==> config.mk <==
export PLATFORM = sky130hd
export DESIGN_NAME = mrie_top
export DESIGN_NICKNAME = d
export VERILOG_FILES = /design/src/mrie_pkg.sv /design/src/mrie_top.sv /design/src/mrie_status_bit.sv /design/src/mrie_event_sync.sv
export SDC_FILE = /design/constraint.sdc
export NUM_CORES = 1
export LEC_CHECK = 0
export BUFFER_PORTS_ARGS = -buffer_cell sky130_fd_sc_hd__buf_2
export CAP_MARGIN = 40
export CORE_UTILIZATION = 25
export DETAILED_ROUTE_END_ITERATION = 16
export SETUP_SLACK_MARGIN = 0.15
export SYNTH_ARGS = -nofsm -noshare
export SYNTH_HDL_FRONTEND = slang
export SYNTH_HIERARCHICAL = 1
export SYNTH_SLANG_ARGS = --single-unit
==> constraint.sdc <==
create_clock -name clk_in -period 1.8 [get_ports clk_in]
set_input_delay 0.09 -clock clk_in [delete_from_list [all_inputs] [get_ports clk_in]]
set_output_delay 0.09 -clock clk_in [all_outputs]
set_load 0.05 [all_outputs]
==> src/mrie_pkg.sv <==
// package for the master reset and interrupt enable block: offsets, fields, reset values, carriers
// assumes a register access port from the host bus target, one clock, active-low async reset
// How it works
// unused bits written are ignored
// host writes zero to unused bits
// writable bits read back last value
// writable bits clear to zero on reset
// writes to read-only bits change nothing
// host writes reserved bits with defaults only
// any write updates the whole register
// all byte enables off: no access
// offsets decoded relative to memory base
// reset bit holds core logic in reset
// reset bit not self-clearing; host clears it
// software reset means low-power standby
// hardware reset clears the reset bit
// in soft reset, link data forced high
// soft reset defaults all registers but config
// enable register: sixteen bits, default zero
// enabled events interrupt; status always records
// bit 0 enables system error events
// bit 1 enables parity error events
// bit 2 enables frame check errors
// bit 3 enables receive abort events
// status read returns and clears all bits
// interrupt while any status and enable
package mrie_pkg;
    localparam logic [10:0] OFS_SOFT_RESET  = 11'h000;  // software reset control
    localparam logic [10:0] OFS_IRQ_ENABLE  = 11'h004;  // interrupt enable mask
    localparam logic [10:0] OFS_IRQ_STATUS  = 11'h008;  // interrupt status, clear on read
    localparam int          SOFT_RESET_BIT  = 15;       // reset bit position
    localparam int          EVENT_W         = 16;       // number of event sources
    localparam int          SYS_ERR_BIT     = 0;        // system error event
    localparam int          PARITY_ERR_BIT  = 1;        // parity error event
    localparam int          FCS_ERR_BIT     = 2;        // frame check error event
    localparam int          RX_ABORT_BIT    = 3;        // receive abort event
    localparam logic [15:0] IRQ_ENABLE_RST  = 16'h0000; // enables reset value
    localparam logic [15:0] STATUS_RST      = 16'h0000; // status reset value
    localparam logic [31:0] TX_LINK_IDLE    = 32'hFFFF_FFFF; // link data in soft reset
    localparam logic [31:0] TX_LINK_RST     = 32'h0000_0000; // link data under hw reset

    // one register access from the host bus target
    typedef struct packed {
        logic        sel;       // memory space hit, already base-relative
        logic        wr;        // write when set, read otherwise
        logic [10:0] ofs;       // byte offset from base
        logic [3:0]  be_n;      // byte enables, active low
        logic [31:0] wdata;     // write data
    } mrie_req_t;

    // raw event sources, one pulse per detected event
    typedef struct packed {
        logic [15:0] evt;       // bit per status position
    } mrie_evt_t;
endpackage

==> src/mrie_top.sv <==
// master reset and interrupt enable block of the frame engine
// assumes the host bus target delivers base-decoded single-cycle register accesses
`timescale 1ns/1ps
module mrie_top (
    input  wire logic                clk_in,            // bus clock, 125 MHz
    input  wire logic                nrst_in,           // hardware reset pin, active low
    input  wire mrie_pkg::mrie_req_t req_in,            // register access, one-cycle valid
    input  wire mrie_pkg::mrie_evt_t evt_in,            // event pulses from engine
    input  wire logic [31:0]         core_tx_data_in,   // link data from the engine core
    output logic [31:0]              rdata_out,         // read data, valid cycle after access
    output logic                     rvalid_out,        // read data strobe
    output logic                     host_irq_out_n,    // interrupt to host, active low
    output logic                     core_srst_out,     // holds core logic in reset
    output logic                     standby_out,       // low-power standby request
    output logic [31:0]              tx_link_data_out   // transmit link data pins
);
    // all state of the block except the sticky status bits, which u_evt holds
    typedef struct packed {
        logic        srst;        // software reset bit
        logic [15:0] irq_en;      // interrupt enables
        logic [31:0] rdata;       // read data
        logic        rvalid;      // read strobe
        logic        irq_n;       // registered interrupt, active low
        logic [31:0] tx;          // registered link data
    } mrie_state_t;

    mrie_state_t st_ff;           // registered state
    mrie_state_t nxt_st;          // next state
    logic        acc;             // valid access with some byte enabled
    logic        wr_acc;          // write access
    logic        rd_acc;          // read access
    logic        stat_rd;         // status register read, clears it
    logic [15:0] stat;            // sticky event status
    mrie_pkg::mrie_evt_t evt_gated; // events, blocked while core in reset

    // byte enables all off means no access at all
    assign acc     = req_in.sel && (req_in.be_n != 4'hF);
    assign wr_acc  = acc && req_in.wr;
    assign rd_acc  = acc && !req_in.wr;
    assign stat_rd = rd_acc && (req_in.ofs == mrie_pkg::OFS_IRQ_STATUS);

    // core is held in reset, so its events cannot arrive
    assign evt_gated.evt = st_ff.srst ? 16'h0000 : evt_in.evt;

    // sticky status bits; soft reset returns them to defaults
    mrie_event_sync u_evt (
        .clk_in   (clk_in),
        .nrst_in  (nrst_in),
        .srst_in  (st_ff.srst),
        .evt_in   (evt_gated),
        .clr_in   (stat_rd),
        .stat_out (stat)
    );

    // register file, interrupt and link data next-state
    always_comb begin
        nxt_st = st_ff;
        nxt_st.rvalid = 1'b0;
        // writes update the whole word whatever byte lanes are on
        if (wr_acc) begin
            unique case (req_in.ofs)
                mrie_pkg::OFS_SOFT_RESET: begin
                    // only bit 15 stored, others ignored; stays until host writes zero or hardware reset clears it
                    nxt_st.srst = req_in.wdata[mrie_pkg::SOFT_RESET_BIT];
                end
                mrie_pkg::OFS_IRQ_ENABLE: begin
                    nxt_st.irq_en = req_in.wdata[15:0];
                end
                default: begin
                    // status and unmapped offsets are read-only here
                    nxt_st.irq_en = st_ff.irq_en;
                end
            endcase
        end
        // soft reset returns the enables to defaults
        if (st_ff.srst) begin
            nxt_st.irq_en = mrie_pkg::IRQ_ENABLE_RST;
        end
        // reads return stored values, unused bits as zero
        if (rd_acc) begin
            nxt_st.rvalid = 1'b1;
            unique case (req_in.ofs)
                mrie_pkg::OFS_SOFT_RESET: begin
                    nxt_st.rdata = {16'h0000, st_ff.srst, 15'h0000};
                end
                mrie_pkg::OFS_IRQ_ENABLE: begin
                    nxt_st.rdata = {16'h0000, st_ff.irq_en};
                end
                mrie_pkg::OFS_IRQ_STATUS: begin
                    nxt_st.rdata = {16'h0000, stat};
                end
                default: begin
                    nxt_st.rdata = 32'h0000_0000;
                end
            endcase
        end
        // any enabled status bit raises the interrupt; bits 0..3 are the
        // system, parity, frame check and abort sources
        nxt_st.irq_n = ~|(stat & st_ff.irq_en);
        // link data idles high while in soft reset
        nxt_st.tx = st_ff.srst ? mrie_pkg::TX_LINK_IDLE : core_tx_data_in;
    end

    // state register; hardware reset clears everything including reset bit
    always_ff @(posedge clk_in or negedge nrst_in) begin
        if (!nrst_in) begin
            st_ff.srst   <= 1'b0;
            st_ff.irq_en <= mrie_pkg::IRQ_ENABLE_RST;
            st_ff.rdata  <= 32'h0000_0000;
            st_ff.rvalid <= 1'b0;
            st_ff.irq_n  <= 1'b1;
            st_ff.tx     <= mrie_pkg::TX_LINK_RST;
        end else begin
            st_ff <= nxt_st;
        end
    end

    // outputs straight from flip-flops
    assign rdata_out        = st_ff.rdata;
    assign rvalid_out       = st_ff.rvalid;
    assign host_irq_out_n   = st_ff.irq_n;
    assign core_srst_out    = st_ff.srst;
    assign standby_out      = st_ff.srst;
    assign tx_link_data_out = st_ff.tx;
endmodule // mrie_top

==> src/mrie_status_bit.sv <==
// one sticky status bit with clear-on-read
// assumes set and clear arrive as single-cycle pulses on clk_in
`timescale 1ns/1ps
module mrie_status_bit (
    input  wire logic clk_in,    // system clock
    input  wire logic nrst_in,   // async reset, active low
    input  wire logic srst_in,   // synchronous soft reset
    input  wire logic set_in,    // event pulse
    input  wire logic clr_in,    // read acknowledge pulse
    output logic      stat_out   // sticky status
);
    typedef struct packed {
        logic stat;              // sticky value
    } mrie_sb_t;
    mrie_sb_t st_ff;             // registered state
    mrie_sb_t nxt_st;            // next state

    // set wins over clear so no event is lost
    always_comb begin
        nxt_st = st_ff;
        if (srst_in) begin
            nxt_st.stat = 1'b0;
        end else if (set_in) begin
            nxt_st.stat = 1'b1;
        end else if (clr_in) begin
            nxt_st.stat = 1'b0;
        end
    end

    // state register
    always_ff @(posedge clk_in or negedge nrst_in) begin
        if (!nrst_in) begin
            st_ff <= '0;
        end else begin
            st_ff <= nxt_st;
        end
    end

    assign stat_out = st_ff.stat;
endmodule // mrie_status_bit

==> src/mrie_event_sync.sv <==
// turns the event vector into status bits, one instance per bit
// assumes events already synchronous to clk_in
`timescale 1ns/1ps
module mrie_event_sync (
    input  wire logic              clk_in,   // system clock
    input  wire logic              nrst_in,  // async reset, active low
    input  wire logic              srst_in,  // soft reset level
    input  wire mrie_pkg::mrie_evt_t evt_in, // event pulses
    input  wire logic              clr_in,   // clear all on status read
    output logic [15:0]            stat_out  // sticky status vector
);
    // one sticky bit per event source
    for (genvar i = 0; i < mrie_pkg::EVENT_W; i++) begin : g_bit
        mrie_status_bit u_bit (
            .clk_in   (clk_in),
            .nrst_in  (nrst_in),
            .srst_in  (srst_in),
            .set_in   (evt_in.evt[i]),
            .clr_in   (clr_in),
            .stat_out (stat_out[i])
        );
    end
endmodule // mrie_event_sync

==> flow_summary.yaml, run 1 <==
final_layout:
  syn_to_final_growth_pct: 34.52
  final_common_cell: "buf_2"
  fin_cells: 712
  final_util_pct: 34.70
  n_antenna_cell: 0
  final_cell_mix: "133 x buf_2, 81 x dfrtp_1, 48 x dlygate4sd3_1"
  nets: 595
  drive_gt1_share_pct: 44.51
yosys:
  synth_area_leader_cell: "dfrtp_1"
  synth.ff_latch_count: 83
  ys_types: 38
  synth_area_leaders: "dfrtp_1 52%, buf_4 13%, or2_2 5.1%"
  async_reset_ff_share_pct: 100.0
  synth_top_area_share_pct: 52.13
  ys_seq_area_share_pct: 52.80
  synth_area_um2: 3936
  synth_flop_cell: "dfrtp_1"
  syn_inst: 354
  synth_edf_count: 0
  avgSynthCellArea_um2: 11.12
  yosys_warnings: 6
sta:
  fmax_mhz: 653.3
  hold_slack_ps: 6.216
  rsz0062_at_grt: "false"
  skew_ps: 9.320
  relSlewSlack_pct: 55.96
  worst_pin_slew_ps: 660.5
  fin_crit_ps: 1531
  setup_violations: 0
  fin_crit_sh_pct: 85.04
  tns_ps: 0
  hold_viol: 0
  finalMaxSlewViolations: 0
setup_path:
  worst-path-buf-inv: 2
  cp-end-kind: "primary output"
  cp-start-kind: "flop"
  critPathCapture: "standby_out"
  max_stage_delay_ps: 580
  path_class: "flop to primary output"
  critPathRequiredTime_ps: 1710
  rr_startpoint: "st_ff[78]$_DFFE_PN0P_"
  startpoint: "core_srst_out$_DFFE_PN0P_"
  cp_num_cells: 2
  rrSetupSlack_ps: 520
  cp_data_arrival_time_ps: 1440
  crit_fanout: 31
  cp_top_family: "flip-flops"
  slowest_stage: "dfrtp_4"
  crit_chain: "buf_12 > buf_2"
  rr_worst_depth: 4
  r2r_end: "host_irq_out_n$_DFF_PN1_"
pwr:
  leakagePower_nw: 2.594
  p_total_mw: 4.428
  peakVddDrop_uv: 363.3
  power_per_cell_area_nw_per_um2: 836.2
die:
  dieArea_um2: 16250
  row_count: 45
  coreArea_um2: 15260
  io_pins: 167
  die_width_um: 127.5
  die_h_um: 127.5
  initial_core_util_pct: 25.80
clock_tree:
  cts_tree: "built"
  cts_root_buf: "clkbuf_16"
  clock-sinks: 83
  numCtsBuffers: 9
  cts_max_level: 3
  worst_skew_pair.late_latency_ps: 340
  clockBufferDepth: 2
  clkTransAtPathRegs_ps: 60
placed_design:
  post-place-cells: 648
  place_congestion: 0.7641
  portBuffers: 134
  hpwl_um: 6716
global_routing:
  grt_max_degree: 54
  antenna_found_initial: 0
  track_usage_pct: 11.53
  grt_pass1_vias: 2858
  grt-ovfl-total: 0
  grt_pass1_wl_um: 14320
drt:
  drc: 0
  wl_um: 8992
  vias_per_cell: 3.949
  vias: 2812
  avgRoutedWirePerCell_um: 12.63
  postRouteAntennaNets: 0
  drt_iter0_markers: 86
  drt_pass1_iterations: 4
flow_run:
  drv_cap: 0
worst_hold_path:
  hold_path_class: "input pin to flop"
outcome:
  status: "finished, final reports clean"
-- power by group --
part / internal (mW) / switching (mW) / total (mW)
combinational: 0.220 / 0.375 / 0.595
clock: 1.11 / 0.797 / 1.91
sequential: 1.91 / 0.0134 / 1.92
-- registers in the layout, summed over array words and instances, names as in the netlist --
register and count:
core_srst_out 1, u_evt/g_bit.u_bit/stat_out 16, st_ff 16, host_irq_out_n 1, tx_link_data_out 32, rvalid_out 1, rdata_out 16
-- cell families after synthesis --
group / count (synthesis) / synth area share (%)
mux: 2 / 0.5404
other cells: 1 / 0.09527
simple gates: 97 / 15.99
compound gates: 74 / 14.72
flops: 83 / 52.80
buf+inv: 97 / 15.86
-- synthesized netlist by cell type, drive strengths merged, types with 3 or more instances --
cell and instances:
a22oi 19, or2 33, o21ai 15, inv 20
nor2b 16, clkbuf 8, a21oi 16, nand2 17
buf 69, dfrtp 82, a22o 18, nand2b 16
nor3 3
-- metrics by stage --
stage	worst slack [ps]	area, µm²
after floorplan	174.5	4011
after global placement	223.3	4494
after detailed placement	160.3	4494
after CTS	219.0	5295
after global routing	171.9	5295
final	269.2	5295
-- per-layer routing --
layer	share of wire (%)	global-route usage, %	vias to the layer above
li1	-	-	1387
met4	1.7	5.462	0
met5	0	0	-
met3	3.7	1.591	8
met1	46	14.29	1320
met2	48	19.80	97
-- how the worst min path moves through the flow --
stage / from / end / slack [ps] / cells after the start
after floorplan: nrst_in / core_srst_out$_DFFE_PN0P_ / -210 / 0
after global placement: nrst_in / tx_link_data_out[4]$_DFF_PN0_ / 160 / 1
after detailed placement: nrst_in / tx_link_data_out[12]$_DFF_PN0_ / 170 / 1
after CTS: req_in[0] / st_ff[66]$_DFFE_PN0P_ / 0.1 / 2
after global routing: req_in[0] / st_ff[66]$_DFFE_PN0P_ / 9 / 2
final: req_in[0] / st_ff[66]$_DFFE_PN0P_ / 6 / 2
-- what timing repair did --
item | CTS | global route
hold endpoints to repair | 96 | 0
setup endpoints to repair | 2 | 0
setup buffers | 0 | 0
hold buffers | 48 | 0
resized for setup | 1 | 0
-- area by class of cell --
class,count,area [µm²]
inverter,20,75.07
fill,1517,9963
sequential,83,2082
clock inverter,7,92.59
clock buffer,9,225.2
timing repair buffer,193,1249
tap,211,264.0
multi-input combinational,189,1308
Power figures use the tool's default switching activity.
==> run 2, diff against run 1 <==
--- a/config.mk
+++ b/config.mk
@@ -7,8 +7,9 @@
 export LEC_CHECK = 0
 export BUFFER_PORTS_ARGS = -buffer_cell sky130_fd_sc_hd__buf_2
 export CAP_MARGIN = 40
-export CORE_UTILIZATION = 25
+export CORE_UTILIZATION = 40
 export DETAILED_ROUTE_END_ITERATION = 16
+export PLACE_DENSITY = 0.69
 export SETUP_SLACK_MARGIN = 0.15
 export SYNTH_ARGS = -nofsm -noshare
 export SYNTH_HDL_FRONTEND = slang
==> constraint.sdc (replaced) <==
create_clock -name clk_in -period 1.8 [get_ports clk_in]
set_input_delay 0.36 -clock clk_in [delete_from_list [all_inputs] [get_ports clk_in]]
set_output_delay 0.36 -clock clk_in [all_outputs]
set_load 0.05 [all_outputs]
==> flow_summary.yaml, run 2 (synthesis gave the netlist of run 1 again) <==
outcome:
  status: "finished, final reports clean"
flow_run:
  drv_cap: 0
sta:
  hold_slack_ps: 196.0
  skew_ps: 7.405
  finalMaxSlewViolations: 0
  rsz0062_at_grt: "false"
  setup_violations: 0
  fin_crit_ps: 1557
  tns_ps: 0
  fmax_mhz: 642.2
  fin_crit_sh_pct: 86.50
  hold_viol: 0
drt:
  topRoutingLayerUsed: "met4"
  avgRoutedWirePerCell_um: 13.52
  postRouteAntennaNets: 0
  drt_pass1_iterations: 4
  vias_per_cell: 4.507
  wl_um: 7898
  drc: 0
  drt_iter0_markers: 124
  wl_met3_um: 375
  vias: 2632
  wl_met1_um: 3589
  wl_met2_um: 3779
clock_tree:
  clkTransAtPathRegs_ps: 80
  cts_tree: "built"
  cts_max_level: 3
  clockBufferDepth: 2
  numCtsBuffers: 9
  cts_setup_buffers: 0
  clock-sinks: 83
  cts_root_buf: "clkbuf_8"
  worst_skew_pair.late_latency_ps: 340
global_routing:
  grt-ovfl-total: 0
  track_usage_pct: 15.89
  antenna_found_initial: 0
  grt_pass1_vias: 2491
  grt_max_degree: 34
  grt_pass1_wl_um: 12340
die:
  initial_core_util_pct: 42.00
  coreArea_um2: 9371
  row_count: 35
  die_width_um: 101.2
  dieArea_um2: 10240
  die_h_um: 101.2
  io_pins: 167
placed_design:
  post-place-cells: 567
  dpl_cell_area_um2: 4447
  place_congestion: 0.7690
  hpwl_um: 5979
  portBuffers: 134
final_layout:
  final_common_cell: "buf_2"
  drive_gt1_share_pct: 49.45
  final_cell_mix: "131 x buf_2, 81 x dfrtp_1, 32 x or2_2"
  final_cell_area_um2: 4644
  fin_cells: 584
  nets: 549
  n_antenna_cell: 0
  largest_register_ffs: 32
  syn_to_final_growth_pct: 17.99
setup_path:
  cp-end-kind: "primary output"
  worst-path-buf-inv: 1
  crit_fanout: 20
  slowest_stage: "dfrtp_4"
  cp-start-kind: "flop"
  max_stage_delay_ps: 570
  critPathRequiredTime_ps: 1440
  cp_top_family: "flip-flops"
  cp_data_arrival_time_ps: 1200
  crit_chain: "clkbuf_4"
  path_class: "flop to primary output"
worst_hold_path:
  hold_path_class: "input pin to flop"
pwr:
  power_per_cell_area_nw_per_um2: 784.2
  leakagePower_nw: 2.343
  peakVddDrop_uv: 265.5
  p_total_mw: 3.642
## run 2: area by class of cell
| type | instances | area (µm²) |
|---|---|---|
| fillers | 906 | 4727 |
| inverters | 20 | 77.57 |
| flip-flops and latches | 83 | 2082 |
| well taps | 129 | 161.4 |
| multi-input cells | 189 | 1315 |
| clock buffers | 12 | 155.1 |
| clock inverters | 4 | 25.02 |
| repair buffers | 147 | 828.3 |
## run 2: repair_timing
item                                    CTS  global route
endpoints found under the hold margin    30             0
hold buffers                              1             0
resized for setup                         1             2
endpoints found under the setup margin    2             2
## run 2: final timing paths
check                      cells past startpoint  slack [ps]                        endpoint                       from
setup / recovery                               1         240                     standby_out  core_srst_out$_DFFE_PN0P_
min in group asynchronous                      2         490  tx_link_data_out[14]$_DFF_PN0_                    nrst_in
hold reg to reg                                2         480        rdata_out[8]$_DFFE_PN0P_   rdata_out[8]$_DFFE_PN0P_
setup reg to reg                               2         470  tx_link_data_out[15]$_DFF_PN0_  core_srst_out$_DFFE_PN0P_
hold / removal                                 2         200  tx_link_data_out[14]$_DFF_PN0_        core_tx_data_in[14]
max in group asynchronous                      3         710   tx_link_data_out[9]$_DFF_PN0_                    nrst_in
## run 2: worst reg2reg max path, cell delays in order, from the launching register on
cell and delay (ps):
dfrtp_4 590, buf_4 290, or2_2 350
## run 2: per-stage QoR
step	setup slack (ps)	util [%]
after CTS	181.2	49.51
after floorplan	-39.38	-
final	242.9	49.56
after detailed placement	-23.49	47.45
after global routing	167.0	49.56
after global placement	20.35	47.45
## run 2: where the power goes
part	internal [mW]	switching, mW
registers	1.91	0.0134
logic	0.157	0.354
clock network	0.573	0.638
total	2.64	1.01
## run 2: per-layer routing
layer | global-route usage (%) | vias to the layer above
li1 | - | 1289
met1 | 22.01 | 1244
met2 | 24.02 | 87
met3 | 3.037 | 12
met4 | 7.804 | 0
met5 | 0 | -
==> run 3, diff against run 2 <==
--- a/config.mk
+++ b/config.mk
@@ -8,9 +8,9 @@
 export BUFFER_PORTS_ARGS = -buffer_cell sky130_fd_sc_hd__buf_2
 export CAP_MARGIN = 40
 export CORE_UTILIZATION = 40
+export CTS_BUF_LIST = sky130_fd_sc_hd__clkbuf_2 sky130_fd_sc_hd__clkbuf_4 sky130_fd_sc_hd__clkbuf_8
 export DETAILED_ROUTE_END_ITERATION = 16
 export PLACE_DENSITY = 0.69
-export SETUP_SLACK_MARGIN = 0.15
 export SYNTH_ARGS = -nofsm -noshare
 export SYNTH_HDL_FRONTEND = slang
 export SYNTH_HIERARCHICAL = 1
==> constraint.sdc (replaced) <==
create_clock -name clk_in -period 1.55 [get_ports clk_in]
set_input_delay 0.31 -clock clk_in [delete_from_list [all_inputs] [get_ports clk_in]]
set_output_delay 0.31 -clock clk_in [all_outputs]
set_load 0.05 [all_outputs]
==> flow_summary.yaml, run 3 (synthesis gave the netlist of run 1 again) <==
pwr:
  power_per_cell_area_nw_per_um2: 966.6
  peakVddDrop_uv: 467.8
  leakagePower_nw: 2.400
  p_total_mw: 4.587
flow_run:
  drv_cap: 0
placed_design:
  portBuffers: 134
  post-place-ws_ps: -179.5
  place_congestion: 0.7719
  hpwl_um: 6019
final_layout:
  largest_register_ffs: 32
  final_cell_mix: "131 x buf_2, 81 x dfrtp_1, 32 x or2_2"
  drive_gt1_share_pct: 50.22
  syn_to_final_growth_pct: 20.57
  nets: 554
  n_antenna_cell: 0
  final_common_cell: "buf_2"
  num-fill-cells: 902
setup_path:
  crit_fanout: 14
  worst-path-buf-inv: 1
  path_class: "flop to primary output"
  critPathRequiredTime_ps: 1240
  cp_top_family: "flip-flops"
  startpoint: "core_srst_out$_DFFE_PN0P_"
  max_stage_delay_ps: 590
  crit_chain: "buf_4"
  rr_startpoint: "core_srst_out$_DFFE_PN0P_"
  slowest_stage: "dfrtp_4"
  cp-start-kind: "flop"
  rrSetupSlack_ps: 300
  cp-end-kind: "primary output"
  cp_data_arrival_time_ps: 1180
clock_tree:
  clkTransAtPathRegs_ps: 80
  cts_root_buf: "clkbuf_8"
  cts_tree: "built"
  clock-sinks: 83
  numCtsBuffers: 9
  cts_max_level: 3
  clockBufferDepth: 2
  worst_skew_pair.late_latency_ps: 350
die:
  die_h_um: 101.2
  io_pins: 167
  initial_core_util_pct: 42.00
  row_count: 35
  coreArea_um2: 9371
  die_width_um: 101.2
  dieArea_um2: 10240
global_routing:
  grt_pass1_vias: 2615
  grt_max_degree: 37
  track_usage_pct: 16.57
  antenna_found_initial: 0
  grt-ovfl-total: 0
  grt_pass1_wl_um: 12870
worst_hold_path:
  hold_path_class: "input pin to flop"
  min-delay-start: "core_tx_data_in[20]"
sta:
  fin_crit_sh_pct: 95.84
  rsz0062_at_grt: "false"
  finalMaxSlewViolations: 0
  setup_ws_ps: 64.45
  hold_slack_ps: 143.8
  setup_violations: 0
  skew_ps: 8.540
  hold_viol: 0
  fmax_mhz: 673.2
  fin_crit_ps: 1486
drt:
  postRouteAntennaNets: 0
  drt_iter0_markers: 93
  avgRoutedWirePerCell_um: 13.56
  vias: 2678
  drt_pass1_iterations: 5
  vias_per_cell: 4.547
  wl_um: 7985
  drc: 0
outcome:
  status: "finished, final reports clean"
-- run 3: cell count changes in the layout (fill, tap and decap cells not counted) --
cell,delta
clkinvlp_4,-1
clkbuf_1,-1
buf_12,+1
buf_4,+6
clkinv_2,-1
bufinv_16,+2
clkbuf_4,-1
-- run 3: layer usage --
layer	vias up	share of wire [%]	global-route usage [%]
met5	-	0	0
met4	0	1.3	6.912
met3	9	5.1	3.520
met2	84	47	24.80
met1	1276	46	23.41
li1	1309	-	-
-- run 3: final timing paths --
| path | end | depth (start not counted) |
|---|---|---|
| max | standby_out | 1 |
| max in group asynchronous | u_evt/g_bit[11].u_bit/stat_out$_DFFE_PN0P_ | 3 |
| min in group asynchronous | rdata_out[8]$_DFFE_PN0P_ | 2 |
| min reg2reg | rdata_out[15]$_DFFE_PN0P_ | 2 |
| min | tx_link_data_out[20]$_DFF_PN0_ | 2 |
| max reg2reg | tx_link_data_out[25]$_DFF_PN0_ | 2 |
-- run 3: area by class of cell --
cell class	count	area, µm²	share of cell area [%]
Clock buffer	12	158.9	3.348
Multi-Input combinational cell	189	1315	27.71
Tap cell	129	161.4	3.401
Timing Repair Buffer	152	878.3	18.51
Sequential cell	83	2082	43.87
Inverter	20	77.57	1.635
Clock inverter	4	72.57	1.529
-- run 3: timing repair --
item                                    CTS  global route
endpoints found under the setup margin    2             0
endpoints found under the hold margin    31             0
resized for setup                         2             0
buffers inserted                          1             0
hold buffers                              1             0
-- run 3: through the flow --
stage	TNS [ps]	util, %	instance area [µm²]	std cells
final	0	50.64	4746	589
after global routing	0	50.64	4746	589
after CTS	0	50.64	4746	589
after detailed placement	-5426	47.93	4492	571
after global placement	-4863	47.93	4492	571
after floorplan	-4149	-	4034	369
-- run 3: power by group --
group	internal [mW]	total, mW	switching [mW]
clock network	1.01	1.75	0.744
registers	2.21	2.23	0.0153
logic	0.187	0.603	0.415
total	3.41	4.59	1.17
